`src/qucfg_defs.svh`:
```
// Offsets, field positions, reset values and timing counts of the device configuration block
`ifndef QUCFG_DEFS_SVH
`define QUCFG_DEFS_SVH

`define QUCFG_ADDR_INT_SUMMARY   8'h80
`define QUCFG_ADDR_INT_CODE_LOW  8'h81
`define QUCFG_ADDR_INT_CODE_HIGH 8'h82
`define QUCFG_ADDR_INT_SPARE     8'h83
`define QUCFG_ADDR_TIMER_CONTROL 8'h84
`define QUCFG_ADDR_TIMER_SPARE   8'h85
`define QUCFG_ADDR_PRESET_LOW    8'h86
`define QUCFG_ADDR_PRESET_HIGH   8'h87
`define QUCFG_ADDR_SAMPLING      8'h88
`define QUCFG_ADDR_SPARE_A       8'h89
`define QUCFG_ADDR_SOFT_RESET    8'h8A
`define QUCFG_ADDR_SLEEP         8'h8B
`define QUCFG_ADDR_REVISION      8'h8C
`define QUCFG_ADDR_PART_ID       8'h8D
`define QUCFG_ADDR_BROADCAST     8'h8E

`define QUCFG_TCTL_INT_EN_BIT    0
`define QUCFG_TCTL_START_BIT     1
`define QUCFG_TCTL_ONESHOT_BIT   2
`define QUCFG_TCTL_EXT_CLK_BIT   3
`define QUCFG_BCAST_BIT          0

`define QUCFG_RESET_BYTE         8'h00
`define QUCFG_RESET_NIBBLE       4'h0
`define QUCFG_RESET_WORD         16'h0000
`define QUCFG_TIMER_CODE         3'h7
`define QUCFG_NO_CODE            3'h0

`define QUCFG_WAKE_HOLDOFF_CYCLES 6'h20
`define QUCFG_HOLDOFF_ZERO        6'h00

`endif

```
`src/qucfg_pkg.sv`:
```
// Types shared by the configuration block and its timer
package qucfg_pkg;

  typedef enum logic [1:0] {
    QUCFG_TMR_IDLE  = 2'h0,
    QUCFG_TMR_RUN   = 2'h1,
    QUCFG_TMR_PAUSE = 2'h3
  } qucfg_tmr_state_type;

  typedef struct packed {
    qucfg_tmr_state_type st;
    logic [15:0]         count;
    logic                start_prev;
    logic                timeout;
  } qucfg_tmr_regs_type;

  typedef struct packed {
    logic [3:0] tctl;
    logic [7:0] preset_low;
    logic [7:0] preset_high;
    logic [3:0] mode8x;
    logic [3:0] sleep_en;
    logic       bcast;
    logic [3:0] soft_rst;
    logic [3:0] asleep;
    logic [5:0] holdoff;
    logic       timer_pend;
    logic       wake_pend;
    logic       ext_prev;
    logic [7:0] rdata;
  } qucfg_regs_type;

endpackage

```
`src/qucfg_timer.sv`:
```
// Sixteen-bit down counter with re-trigger and single-shot operation
`timescale 1ns/1ps
`default_nettype none
`include "qucfg_defs.svh"

module qucfg_timer (
  input  wire logic        sys_clk,
  input  wire logic        reset_n,
  input  wire logic        tick,
  input  wire logic        start,
  input  wire logic        oneshot,
  input  wire logic [15:0] preset,
  output logic             timeout,
  output logic [15:0]      count
);

  qucfg_pkg::qucfg_tmr_regs_type state_reg;
  qucfg_pkg::qucfg_tmr_regs_type state_next;

  always_comb begin
    state_next            = state_reg;
    state_next.start_prev = start;
    state_next.timeout    = 1'b0;
    unique case (state_reg.st)
      qucfg_pkg::QUCFG_TMR_IDLE: begin
        if (start && !state_reg.start_prev) begin
          state_next.count = preset;
          state_next.st    = qucfg_pkg::QUCFG_TMR_RUN;
        end
      end
      qucfg_pkg::QUCFG_TMR_RUN: begin
        if (!start) begin
          state_next.st = qucfg_pkg::QUCFG_TMR_PAUSE;
        end else if (tick) begin
          if (state_reg.count <= 16'h0001) begin
            state_next.timeout = 1'b1;
            if (oneshot) begin
              state_next.count = `QUCFG_RESET_WORD;
              state_next.st    = qucfg_pkg::QUCFG_TMR_IDLE;
            end else begin
              state_next.count = preset;
            end
          end else begin
            state_next.count = state_reg.count - 16'h0001;
          end
        end
      end
      qucfg_pkg::QUCFG_TMR_PAUSE: begin
        if (start) begin
          state_next.st = qucfg_pkg::QUCFG_TMR_RUN;
        end
      end
      default: begin
        state_next.st = qucfg_pkg::QUCFG_TMR_IDLE;
      end
    endcase
  end

  always_ff @(posedge sys_clk or negedge reset_n) begin
    if (!reset_n) begin
      state_reg <= '0;
    end else begin
      state_reg <= state_next;
    end
  end

  assign timeout = state_reg.timeout;
  assign count   = state_reg.count;
endmodule // qucfg_timer

`default_nettype wire

```
`src/qucfg_config.sv`:
```
// Device configuration registers, general-purpose timer and sleep control of the quad serial port
`timescale 1ns/1ps
`default_nettype none
`include "qucfg_defs.svh"

// Overview of operation
// - Sixteen-bit down counter signals time-out
// - Control bit 3 picks clock source
// - Control bit 2 picks single-shot
// - Control bit 1 starts or pauses counter
// - Bit 0 enables interrupt; read clears
// - Control upper nibble reads zero
// - Preset registers form sixteen-bit load value
// - Spare timer register reads zero
// - Enabled time-out raises shared interrupt
// - Per-channel bit picks 8X sampling
// - Self-clearing per-channel reset pulse
// - Sleep only when enabled, nothing pending
// - All four asleep stops oscillator
// - Receive byte or modem change wakes
// - Hold channels off thirty-two clocks
// - Wake interrupt, no code, summary clears
// - Fixed part identifier: series, channels
// - Fixed revision identifier
// - Broadcast bit routes writes to all
// - Spare register A reserved, zero
// - Time-out shows as channel 0 code 7
// - Wake interrupt only if all slept
module qucfg_config #(
  // Arbitrary value: upper nibble series, lower nibble four channels
  parameter logic [7:0] PART_ID  = 8'h34,
  // Arbitrary value
  parameter logic [7:0] REVISION = 8'h03
) (
  input  wire logic        sys_clk,
  input  wire logic        reset_n,
  input  wire logic [7:0]  bus_addr,
  input  wire logic        bus_wr,
  input  wire logic        bus_rd,
  input  wire logic [7:0]  bus_wdata,
  output logic [7:0]       bus_rdata,
  input  wire logic        external_timer_clock_pin,
  input  wire logic [3:0]  chan_int_pending,
  input  wire logic [11:0] chan_src_code,
  input  wire logic [3:0]  chan_wake_event,
  output logic [3:0]       sample_8x,
  output logic [3:0]       chan_soft_reset,
  output logic [3:0]       chan_asleep,
  output logic             osc_stop,
  output logic             chan_ready,
  output logic             broadcast_write,
  output logic             irq_o,
  output logic             irq_oe
);

  qucfg_pkg::qucfg_regs_type state_reg;
  qucfg_pkg::qucfg_regs_type state_next;

  logic        ext_edge;
  logic        tick;
  logic        timeout;
  logic [15:0] count;
  logic        all_asleep;
  logic        wake_start;
  logic        timer_int;
  logic [11:0] src_code;
  logic        wr_hit;
  logic        rd_hit;

  assign all_asleep = &state_reg.asleep;
  // any channel event restarts the oscillator
  assign wake_start = all_asleep && (|chan_wake_event);
  // Pin is synchronous to sys_clk, so one stage of history is enough for edges
  assign ext_edge   = external_timer_clock_pin && !state_reg.ext_prev;
  assign tick       = state_reg.tctl[`QUCFG_TCTL_EXT_CLK_BIT] ? ext_edge : !all_asleep;
  assign timer_int  = state_reg.timer_pend && state_reg.tctl[`QUCFG_TCTL_INT_EN_BIT];
  assign wr_hit     = bus_wr;
  assign rd_hit     = bus_rd;

  // time-out overrides channel 0 code only
  always_comb begin
    src_code = chan_src_code;
    if (timer_int) begin
      src_code[2:0] = `QUCFG_TIMER_CODE;
    end
    // wake interrupt carries no source code
  end

  qucfg_timer u_timer (
    .sys_clk (sys_clk),
    .reset_n (reset_n),
    .tick    (tick),
    .start   (state_reg.tctl[`QUCFG_TCTL_START_BIT]),
    .oneshot (state_reg.tctl[`QUCFG_TCTL_ONESHOT_BIT]),
    .preset  ({state_reg.preset_high, state_reg.preset_low}),
    .timeout (timeout),
    .count   (count)
  );

  always_comb begin
    state_next          = state_reg;
    state_next.ext_prev = external_timer_clock_pin;
    state_next.soft_rst = `QUCFG_RESET_NIBBLE;

    if (wr_hit) begin
      unique case (bus_addr)
        `QUCFG_ADDR_TIMER_CONTROL: state_next.tctl = bus_wdata[3:0];
        `QUCFG_ADDR_PRESET_LOW:    state_next.preset_low = bus_wdata;
        `QUCFG_ADDR_PRESET_HIGH:   state_next.preset_high = bus_wdata;
        `QUCFG_ADDR_SAMPLING:      state_next.mode8x = bus_wdata[3:0];
        `QUCFG_ADDR_SOFT_RESET:    state_next.soft_rst = bus_wdata[3:0];
        `QUCFG_ADDR_SLEEP:         state_next.sleep_en = bus_wdata[3:0];
        `QUCFG_ADDR_BROADCAST:     state_next.bcast = bus_wdata[`QUCFG_BCAST_BIT];
        // Spare and read-only locations ignore writes
        default: begin
        end
      endcase
    end

    // read clears, but a fresh time-out wins
    if (rd_hit && (bus_addr == `QUCFG_ADDR_TIMER_CONTROL)) begin
      state_next.timer_pend = 1'b0;
    end
    if (timeout) begin
      state_next.timer_pend = 1'b1;
    end

    if (rd_hit && (bus_addr == `QUCFG_ADDR_INT_SUMMARY)) begin
      state_next.wake_pend = 1'b0;
    end

    // sleep only when enabled and quiet
    for (int i = 0; i < 4; i++) begin
      if (!state_reg.sleep_en[i] || chan_int_pending[i] || chan_wake_event[i]) begin
        state_next.asleep[i] = 1'b0;
      end else if (state_reg.holdoff == `QUCFG_HOLDOFF_ZERO) begin
        state_next.asleep[i] = 1'b1;
      end
    end

    if (state_reg.holdoff != `QUCFG_HOLDOFF_ZERO) begin
      state_next.holdoff = state_reg.holdoff - 6'h01;
    end

    if (wake_start) begin
      state_next.asleep  = `QUCFG_RESET_NIBBLE;
      state_next.holdoff = `QUCFG_WAKE_HOLDOFF_CYCLES;
      state_next.wake_pend = 1'b1;
    end

    if (rd_hit) begin
      unique case (bus_addr)
        `QUCFG_ADDR_INT_SUMMARY:   state_next.rdata = {4'h0, chan_int_pending};
        `QUCFG_ADDR_INT_CODE_LOW:  state_next.rdata = src_code[7:0];
        `QUCFG_ADDR_INT_CODE_HIGH: state_next.rdata = {4'h0, src_code[11:8]};
        `QUCFG_ADDR_TIMER_CONTROL: state_next.rdata = {4'h0, state_reg.tctl};
        `QUCFG_ADDR_PRESET_LOW:    state_next.rdata = state_reg.preset_low;
        `QUCFG_ADDR_PRESET_HIGH:   state_next.rdata = state_reg.preset_high;
        `QUCFG_ADDR_SAMPLING:      state_next.rdata = {4'h0, state_reg.mode8x};
        `QUCFG_ADDR_SLEEP:         state_next.rdata = {4'h0, state_reg.sleep_en};
        `QUCFG_ADDR_REVISION:      state_next.rdata = REVISION;
        `QUCFG_ADDR_PART_ID:       state_next.rdata = PART_ID;
        `QUCFG_ADDR_BROADCAST:     state_next.rdata = {7'h00, state_reg.bcast};
        // spare timer, spare A, write-only reset: zero
        default:                   state_next.rdata = `QUCFG_RESET_BYTE;
      endcase
    end
  end

  always_ff @(posedge sys_clk or negedge reset_n) begin
    if (!reset_n) begin
      state_reg <= '0;
    end else begin
      state_reg <= state_next;
    end
  end

  assign bus_rdata       = state_reg.rdata;
  assign sample_8x       = state_reg.mode8x;
  assign chan_soft_reset = state_reg.soft_rst;
  assign chan_asleep     = state_reg.asleep;
  assign osc_stop        = all_asleep;
  assign chan_ready      = (state_reg.holdoff == `QUCFG_HOLDOFF_ZERO);
  assign broadcast_write = state_reg.bcast;
  assign irq_o           = 1'b0;
  assign irq_oe          = timer_int || state_reg.wake_pend || (|chan_int_pending);
endmodule // qucfg_config

`default_nettype wire

```
`config.mk`:
```
export PLATFORM = sky130hd
export DESIGN_NAME = qucfg_config
export DESIGN_NICKNAME = d
export VERILOG_FILES = /design/src/qucfg_pkg.sv /design/src/qucfg_timer.sv /design/src/qucfg_config.sv
export VERILOG_INCLUDE_DIRS = /design/src
export SDC_FILE = /design/constraint.sdc
export NUM_CORES = 1
export LEC_CHECK = 0
export BUFFER_PORTS_ARGS = -buffer_cell sky130_fd_sc_hd__buf_2
export CORE_UTILIZATION = 45
export DETAILED_ROUTE_END_ITERATION = 8
export PLACE_DENSITY = 0.65
export SETUP_SLACK_MARGIN = 0.4
export SLEW_MARGIN = 25
export SYNTH_ARGS = -nofsm -noshare
export SYNTH_HDL_FRONTEND = slang
export SYNTH_HIERARCHICAL = 1
export SYNTH_SLANG_ARGS = --single-unit
```
`constraint.sdc`:
```
create_clock -name sys_clk -period 5.39 [get_ports sys_clk]
set_input_delay 1.078 -clock sys_clk [delete_from_list [all_inputs] [get_ports sys_clk]]
set_output_delay 1.078 -clock sys_clk [all_outputs]
set_load 0.01 [all_outputs]
```
* After elaboration in Yosys (flattened, before gate mapping) *
Cells that the tools add are included.

word-level totals
  register bits after elaboration = 74
  input port bits = 41
  output and inout port bits = 25

operators by class
  add/subtract/negate cells = 2
  order comparisons = 1
  equality and inequality tests = 21
  muxes and demuxes = 31
  reduce and logical (&&, ||, !) cells = 45

operators by type and width
  operator                                                                count
  8-bit == test, second input constant                                    12
  8-bit one-hot mux with 11 select lines                                  1
  16-bit two-way mux                                                      3
  18-bit two-way mux                                                      2
  16-bit one-hot mux with 2 select lines                                  1
  16-bit by 1-bit <= comparator with 1-bit output, second input constant  1
  16-bit by 1-bit subtractor with 16-bit output, second input constant    1
  1-bit two-way mux                                                       14
  2-bit AND reduction                                                     6
  3-bit nonzero test                                                      4
  1-bit logical OR                                                        10
  10-bit two-way mux                                                      1
  2-bit two-way mux                                                       4
  4-bit two-way mux                                                       2
  4-bit AND reduction                                                     2
  2-bit nonzero test                                                      4
  4-bit OR reduction                                                      2
  1-bit zero test                                                         7
  1-bit logical AND                                                       6
  6-bit zero test                                                         1
  6-bit two-way mux                                                       1
  2-bit inequality test, second input constant                            3
  3-bit inequality test, second input constant                            2
  2-bit one-hot mux with 3 select lines                                   1
  other kinds (9)                                                         9

* Depth between registers and ports, before layout *
Gate-level depths: netlist (run 1).

  depth after elaboration = 6
  gate-level depth with buffers = 9
  gate-level depth less buffers = 7

* Hierarchy *
The synthesis (run 1) kept the hierarchy.

modules (own cells, without submodules)
  module        instances  cells each  area an instance (µm²)  sequential area each (µm²)
  qucfg_config  1          277         3065.4                  1351.3
  qucfg_timer   1          167         1487.7                  500.5

* Worst setup path after synthesis (run 1) *
No wires, ideal clock.

  path kind = in2reg
  start = input bus_addr[5]
  end = register state_reg[26] (netlist name)
  library setup time = 125 ps
  arrival = 2413 ps
  required time = 5265 ps
  path slack = 2852 ps
  cell stages on the path = 4
  cells stage by stage = nor4b_2 nand3_1 nor2_1 mux2_2

on the way
  cells in the longest elaborated chain, start to end = 2

ends and longest elaborated chain
  element                        RTL line             RTL
  start, declared                qucfg_config.sv:37   input wire logic [7:0] bus_addr,
  8-bit == test                  qucfg_config.sv:106  unique case (bus_addr)
  2-bit AND reduction (no line)  -
  end signal, assigned           qucfg_config.sv:174  state_reg <= state_next;
  end, declared                  qucfg_config.sv:56   qucfg_pkg::qucfg_regs_type state_reg;

Every way passes these cells.
A chain may end at the register's enable or synchronous reset.

* Worst setup path after layout (run 1) *
  start = register state_reg[14] (netlist name)
  end = output chan_ready

on the way
  cells in the longest elaborated chain, start to end = 1

ends and longest elaborated chain
  element                    RTL line            RTL
  6-bit zero test (no line)  -
  end, declared              qucfg_config.sv:50  output logic chan_ready,

Every way passes these cells.

==> flow_summary.toml, run 1 <==
[outcome]
status = "completed"

[worst_hold_path]
hp-class = "flop to flop"

[final_layout]
fin_area_mm2 = 0.00492
area_growth_pct = 11.0
final_cell_mix = "74 x dfrtp_1, 64 x buf_2, 31 x mux2_2, 27 x nor2_1, 22 x o21ai_0"
register_area_mm2 = 0.00185
fin_nets = 514
diodes = 0
mostFrequentLayoutCell = "dfrtp_1"
multi_input_comb_area_mm2 = 0.00227
fillers = 890
largest_reg_flops = 33
layout-drive-gt1-share = 0.281

[sta]
timing.fmax_ghz = 0.334
rsz0062_at_grt = "no"
finalHoldViolations = 0
period_share = 0.555
skew_ns = 0.00978
timing.setup.tns_ns = 0
min_period_ns = 2.99
setup_viol = 0
relSlewSlack = 0.453
worst_pin_slew_ns = 0.818
slew_viol_final = 0

[global_routing]
first_global_vias = 3399
overflow = 0
grt_first_pass_wirelength_mm = 17.9
grt_usage = 0.231
antenna_found_initial = 0
grt_start_max_net_pins = 45

[power]
ir_worst_vdd_mv = 0.190
power_density_mw_per_mm2 = 342
p_total_mw = 1.68
power.leakage_nw = 2.26

[floorplan]
die_y_um = 101
ios = 66
die_w_um = 101
die_area_mm2 = 0.0103
rows = 35
coreArea_mm2 = 0.00937
initial_core_util = 0.473

[clocking]
cts-resized-gates = 0
worstSkewPairLatency_ns = 0.36
cts_buffer_depth = 2
holdBufCountCts = 0
clk_pin_slew_ns = 0.08
cts_sinks = 74
clock-root-buffer = "clkbuf_8"
cts_setup_buffers = 0
cts_made_buffers = 9
cts_tree = "done"
h-tree-depth = 3

[place]
gp_congestion = 0.883
place_area_mm2 = 0.00466
io_buffers = 64
place_hpwl_mm = 8.10

[critical_path]
required_ns = 4.31
cp.arrival_ns = 1.92
path_class = "flop to output port"
r2r_end = "u_timer/count[11]"
crit_family = "simple AND/OR/NAND/NOR gates"
reg2reg_slack_ns = 2.61
cp_slowest_cell = "nor2_1"
worstPathMaxFanout = 8
worstPathCellList = "or3_1 > nor2_1 > buf_2"
startpoint = "state_reg[14]"
slowest_delay_ns = 0.46
reg2reg_depth = 7
start_kind = "flop"
crit_cells = 3
reg2reg_from = "u_timer/state_reg[19]"
critPathCaptureType = "output port"
crit_buf_inv = 1
endpoint = "chan_ready"

[drt]
drc = 0
routed_via_density = 5.90
ant_nets = 0
dr.pass1.iters = 4
drt-wirelength-per-cell_um = 18.5
drt-total-wl_mm = 11.1
drt_iter0_markers = 183
via_count = 3532

[yosys]
avgSynthCellArea_um2 = 10.4
yosysWarnings = 6
synthesis.nets = 477
netlist_area_mm2 = 0.00443
syn-instance-count = 428

[job]
drv_cap = 0
## where the power goes
| part | internal, mW | switching (mW) | leakage (nW) |
|---|---|---|---|
| sequential | 0.610 | 0.0661 | 1.00 |
| clock | 0.333 | 0.212 | 0.123 |
| combinational | 0.173 | 0.287 | 1.14 |
| total | 1.12 | 0.565 | 2.26 |
## worst min path at each step
stage | start | end | slack (ns) | cells after the start
2_1_floorplan | u_timer/timeout | state_reg[10] | 0.40 | 1
5_1_grt | state_reg[9] | state_reg[9] | 0.50 | 1
3_5_place_dp | state_reg[9] | state_reg[9] | 0.47 | 1
3_3_place_gp | state_reg[9] | state_reg[9] | 0.46 | 1
4_1_cts | state_reg[9] | state_reg[9] | 0.49 | 1
6_report | state_reg[9] | state_reg[9] | 0.49 | 1
## stage by stage
stage          cells  worst slack [ns]  hold slack, ns  utilization
6_report         599              2.40           0.491        0.525
5_1_grt          599              2.32           0.496        0.525
4_1_cts          599              2.40           0.486        0.524
3_5_place_dp     583              2.19           0.467        0.497
3_3_place_gp     583              2.29           0.461        0.497
2_1_floorplan    428              2.85           0.404            -
## cell type report
type / instances / share of cell area
inverters: 15 / 0.0114
well taps: 129 / 0.0328
clock inverters: 4 / 0.0198
flip-flops and latches: 74 / 0.376
clock buffers: 12 / 0.0315
repair buffers: 65 / 0.0666
multi-input cells: 300 / 0.461
## per-layer routing
layer | global-route usage | share of wire
met2 | 0.359 | 0.46
met1 | 0.325 | 0.46
met4 | 0.0479 | 0.011
met3 | 0.0600 | 0.063
met5 | 0 | 0
## worst register-to-register path: stages, from the launching register on
cell and delay [ns]:
dfrtp_1 0.42, inv_1 0.09, ha_1 0.47, mux2_2 0.29, and2_0 0.57, o211ai_2 0.41
nand2b_1 0.26, o21ai_0 0.20
Power figures use the tool's default switching activity.
==> run 2: changes to the inputs <==
--- a/config.mk
+++ b/config.mk
@@ -6,10 +6,11 @@
 export SDC_FILE = /design/constraint.sdc
 export NUM_CORES = 1
 export LEC_CHECK = 0
+export ABC_AREA = 1
 export BUFFER_PORTS_ARGS = -buffer_cell sky130_fd_sc_hd__buf_2
 export CORE_UTILIZATION = 45
 export DETAILED_ROUTE_END_ITERATION = 8
-export PLACE_DENSITY = 0.65
+export PLACE_DENSITY = 0.67
 export SETUP_SLACK_MARGIN = 0.4
 export SLEW_MARGIN = 25
 export SYNTH_ARGS = -nofsm -noshare
==> constraint.sdc (replaced) <==
create_clock -name sys_clk -period 2.4 [get_ports sys_clk]
set_input_delay 0.48 -clock sys_clk [delete_from_list [all_inputs] [get_ports sys_clk]]
set_output_delay 0.48 -clock sys_clk [all_outputs]
set_load 0.01 [all_outputs]
==> run 2 against run 1 <==
Net effect: die area is 4.7% higher; via count is 16% higher; flip-flop and latch count stayed put; setup slack worse by 1.9 ns; register-to-register slack worse by 2.0 ns; global-route usage is 0.46 points lower; sequential power is 130% higher; cell area is 5.1% higher; synthesized cell count is 45% higher; critical endpoint is now osc_stop; largest cell class unchanged; largest power group is now combinational cells; highest routed layer unchanged.
==> flow_summary.toml, run 2 <==
[outcome]
status = "completed"

[floorplan]
die_y_um = 104
coreArea_mm2 = 0.00991
rows = 36
ios = 66
die_area_mm2 = 0.0107
die_w_um = 104
initial_core_util = 0.469

[place]
pre_cts_ws_ns = 0.402
place_hpwl_mm = 8.57
place_area_mm2 = 0.00491
dpl.cell_count = 790
gp_congestion = 0.965
io_buffers = 64

[final_layout]
fin_area_mm2 = 0.00517
fin_cells = 808
area_growth_pct = 11.3
layout-drive-gt1-share = 0.236
diodes = 0
final_cell_mix = "195 x nand2_1, 74 x dfrtp_1, 67 x nand3_1, 63 x buf_2, 60 x inv_1"
largest_reg_flops = 33
fin_nets = 719
mostFrequentLayoutCell = "nand2_1"

[sta]
period_share = 0.788
rsz0062_at_grt = "no"
setup_viol = 0
finalHoldViolations = 0
timing.fmax_ghz = 0.529
fin_ws_ns = 0.508
timing.setup.tns_ns = 0
slew_viol_final = 0
skew_ns = 0.0160
min_period_ns = 1.89

[drt]
drt_iter0_markers = 300
dr.pass1.iters = 6
drt-wirelength-per-cell_um = 14.1
routed_via_density = 5.08
via_count = 4108
drt-total-wl_mm = 11.4
ant_nets = 0
drc = 0

[critical_path]
reg2reg_depth = 10
start_kind = "flop"
crit_buf_inv = 2
cp.arrival_ns = 1.41
reg2reg_from = "u_timer/count[0]"
path_class = "flop to output port"
reg2reg_slack_ns = 0.62
slowest_delay_ns = 0.41
critPathCaptureType = "output port"
worstPathCellList = "inv_1 > nor4_2 > buf_2"
crit_family = "simple AND/OR/NAND/NOR gates"
r2r_end = "u_timer/count[14]"
worstPathMaxFanout = 3
required_ns = 1.92
cp_slowest_cell = "nor4_2"

[yosys]
synthesis.nets = 671
yosysWarnings = 6
syn-instance-count = 622
netlist_area_mm2 = 0.00464
avgSynthCellArea_um2 = 7.46

[clocking]
cts_sinks = 74
cts_made_buffers = 9
h-tree-depth = 3
cts_buffer_depth = 2
cts_tree = "done"
clk_pin_slew_ns = 0.09
worstSkewPairLatency_ns = 0.36
clock-root-buffer = "clkbuf_8"

[power]
p_total_mw = 4.47
ir_worst_vdd_mv = 0.413
power_density_mw_per_mm2 = 865
power.leakage_nw = 2.75

[global_routing]
grt_first_pass_wirelength_mm = 19.3
first_global_vias = 3986
grt_usage = 0.226
antenna_found_initial = 0
grt_start_max_net_pins = 31
overflow = 0

[worst_hold_path]
hp-class = "input port to asynchronous set/reset pin"

[job]
drv_cap = 0
run 2: cell count changes in the layout (fill, tap and decap cells not counted), moves of 10 or more:
cell | previous run | this run
nand2_1 | 16 | 195
nand3_1 | 11 | 67
inv_1 | 15 | 60
mux2_2 | 31 | 0
nor2_1 | 27 | 53
nand2_2 | 0 | 20
o21ai_2 | 0 | 16
and2_1 | 11 | 1
run 2: routing by layer:
metal / track usage / part of all wire / up-vias
met3: 0.0472 / 0.050 / 21
met2: 0.360 / 0.46 / 122
met5: 0 / 0 / -
met1: 0.302 / 0.47 / 1917
met4: 0.0859 / 0.021 / 0
li1: - / - / 2048
run 2: cell type report:
| type | instances | area (um^2) |
|---|---|---|
| fill | 971 | 4740 |
| multi-input combinational | 451 | 2290 |
| sequential | 74 | 1850 |
| timing repair buffer | 71 | 388 |
| inverter | 63 | 244 |
| tap | 133 | 166 |
| clock buffer | 9 | 124 |
| clock inverter | 7 | 101 |
run 2: power by group:
part / total (mW) / leakage (nW) / internal (mW) / switching, mW
Combinational: 1.76 / 1.65 / 0.584 / 1.18
Clock: 1.13 / 0.106 / 0.594 / 0.531
Sequential: 1.59 / 0.988 / 1.40 / 0.181
Total: 4.47 / 2.75 / 2.58 / 1.89
run 2: how the worst max path moves through the flow:
stage / startpoint / endpoint / slack (ns) / cells past startpoint
2_1_floorplan: chan_asleep[1] / u_timer/count[2] / 0.66 / 10
3_3_place_gp: chan_asleep[0] / u_timer/count[3] / 0.45 / 10
3_5_place_dp: chan_asleep[1] / u_timer/count[5] / 0.40 / 10
4_1_cts: chan_asleep[1] / u_timer/count[0] / 0.49 / 10
5_1_grt: u_timer/state_reg[19] / u_timer/count[3] / 0.44 / 11
6_report: chan_asleep[1] / osc_stop / 0.51 / 3
run 2: metrics by stage:
stage	utilization	hold slack, ns
after floorplan	-	0.184
after global placement	0.496	0.418
after detailed placement	0.496	0.421
after CTS	0.519	0.0295
after global routing	0.522	0.0512
final	0.522	0.0197
run 2: repair_timing:
item / in CTS / in global routing
gates resized for setup: 1 / 5
buffers inserted: 1 / 1
pin swaps: 1 / 0
setup endpoints to repair: 4 / 15
hold buffers: 0 / 0
==> run 3: changes to the inputs <==
--- a/config.mk
+++ b/config.mk
@@ -6,11 +6,11 @@
 export SDC_FILE = /design/constraint.sdc
 export NUM_CORES = 1
 export LEC_CHECK = 0
-export ABC_AREA = 1
+export ABC_AREA = 0
 export BUFFER_PORTS_ARGS = -buffer_cell sky130_fd_sc_hd__buf_2
 export CORE_UTILIZATION = 45
 export DETAILED_ROUTE_END_ITERATION = 8
-export PLACE_DENSITY = 0.67
+export PLACE_DENSITY = 0.65
 export SETUP_SLACK_MARGIN = 0.4
 export SLEW_MARGIN = 25
 export SYNTH_ARGS = -nofsm -noshare
==> constraint.sdc (replaced) <==
create_clock -name sys_clk -period 1.84 [get_ports sys_clk]
set_input_delay 0.368 -clock sys_clk [delete_from_list [all_inputs] [get_ports sys_clk]]
set_output_delay 0.368 -clock sys_clk [all_outputs]
set_load 0.01 [all_outputs]
==> run 3 against run 2 <==
Net effect: the flow now finishes with violations (setup timing); combinational power increased by 42%; first-iteration DRC count decreased by 27%; power increased by 35%; via count decreased by 0.15%.
==> flow_summary.toml, run 3 (synthesized netlist as in run 1, its figures left out) <==
[outcome]
status = "complete, but fails checks"
violations = "setup timing"

[place]
place_hpwl_mm = 9.14
io_buffers = 64
gp_congestion = 0.975
dpl.cell_count = 665
place_area_mm2 = 0.00549
pre_cts_ws_ns = -0.482

[final_layout]
fin_nets = 627
area_growth_pct = 43.1
largest_reg_flops = 33
diodes = 0
fin_cells = 712
fin_util = 0.677
final_cell_mix = "92 x buf_4, 72 x dfrtp_1, 60 x buf_2, 30 x mux2_4, 21 x buf_6"
layout-drive-gt1-share = 0.515
fillers = 712
fin_area_mm2 = 0.00634
mostFrequentLayoutCell = "buf_4"

[sta]
fin_ws_ns = -0.485
timing.fmax_ghz = 0.430
period_share = 1.26
slew_viol_final = 0
min_period_ns = 2.33
holdWs_ns = 0.0261
skew_ns = 0.0158
setup_viol = 18
timing.setup.tns_ns = -7.65
finalHoldViolations = 0
rsz0062_at_grt = "yes"

[critical_path]
worstPathCellList = "or4_1 > or4_4 > buf_6 > o31ai_4 > buf_12 > and2_4 > a221o_1"
slowest_delay_ns = 0.57
path_class = "flop to flop"
startpoint = "u_timer/count[13]"
reg2reg_from = "u_timer/count[13]"
worstPathMaxFanout = 15
cp_slowest_cell = "or4_4"
required_ns = 2.13
start_kind = "flop"
cp.arrival_ns = 2.61
critPathCaptureType = "flop"

[drt]
drt-wirelength-per-cell_um = 18.4
via_count = 4102
drt-total-wl_mm = 13.1
routed_via_density = 5.76
ant_nets = 0
dr.pass1.iters = 5
drt_iter0_markers = 218
drc = 0

[clocking]
cts_buffer_depth = 2
clk_pin_slew_ns = 0.08
clock-root-buffer = "clkbuf_8"
cts_sinks = 74
worstSkewPairLatency_ns = 0.36
cts_made_buffers = 9
cts_tree = "done"
h-tree-depth = 3

[global_routing]
grt_first_pass_wirelength_mm = 20.6
met3_usage = 0.0407
grt.met2_usage = 0.420
grt_start_max_net_pins = 75
busiest_layer = "met2"
antenna_found_initial = 0
gr-usage-met1 = 0.354
overflow = 0
grt_usage = 0.264
first_global_vias = 4093

[power]
p_total_mw = 6.01
combPwrFrac = 0.415
swShare = 0.342
p_switching_mw = 2.06
p_seq_frac = 0.320
p_int_mw = 3.96
power.leakage_nw = 2.99
power.share.clock = 0.265
power_density_mw_per_mm2 = 948
ir_worst_vdd_mv = 0.463

[floorplan]
die_area_mm2 = 0.0103
die_w_um = 101
die_y_um = 101
initial_core_util = 0.473
rows = 35
coreArea_mm2 = 0.00937
ios = 66

[job]
drv_cap = 0

[worst_hold_path]
hp-class = "input port to asynchronous set/reset pin"
run 3: per-layer routing:
metal / up-vias / routed length [um]
li1: 1881 / -
met3: 42 / 739
met5: - / 0
met4: 0 / 448
met1: 2015 / 5680
met2: 164 / 6220
run 3: power groups by stage:
stage	sequential, mW	combinational, mW	clock (mW)
global placement	1.94	2.06	0
floorplan	1.95	1.08	0
finish	1.92	2.50	1.59
detailed placement	1.95	2.11	0
global route	1.94	2.69	1.68
CTS	1.92	2.40	1.60
run 3: timing repair:
item	4_1_cts	5_1_grt
pin swaps	14	21
setup endpoints to repair	61	68
gates cloned	0	0
setup buffers	22	9
hold buffers	0	0
gates resized for setup	68	17
run 3: worst max-delay path, delay by kind of cell, from the launching register on:
family,cells,cell delay [ns]
AOI/OAI and AO/OA,2,0.30
buffers and inverters,2,0.34
DFF,1,0.40
and+or+nand+nor,3,1.23
run 3: final cells by class:
type / count / area, um^2 / area share
repair buffers: 178 / 1330 / 0.209
flip-flops and latches: 74 / 1850 / 0.292
multi-input cells: 300 / 2700 / 0.425
well taps: 129 / 161 / 0.0254
inverters: 15 / 56.3 / 0.00888
clock inverters: 7 / 124 / 0.0195
clock buffers: 9 / 124 / 0.0195
run 3: worst paths after layout:
kind / end / slack [ns] / cells after the start
worst max-delay path: u_timer/count[10] / -0.49 / 7
worst max register to register: u_timer/count[10] / -0.49 / 7
max in group asynchronous: state_reg[50] / 1.47 / 2
worst min register to register: state_reg[10] / 0.45 / 1
min in group sys_clk: state_reg[8] / 0.15 / 1
worst min-delay path: state_reg[15] / 0.03 / 2
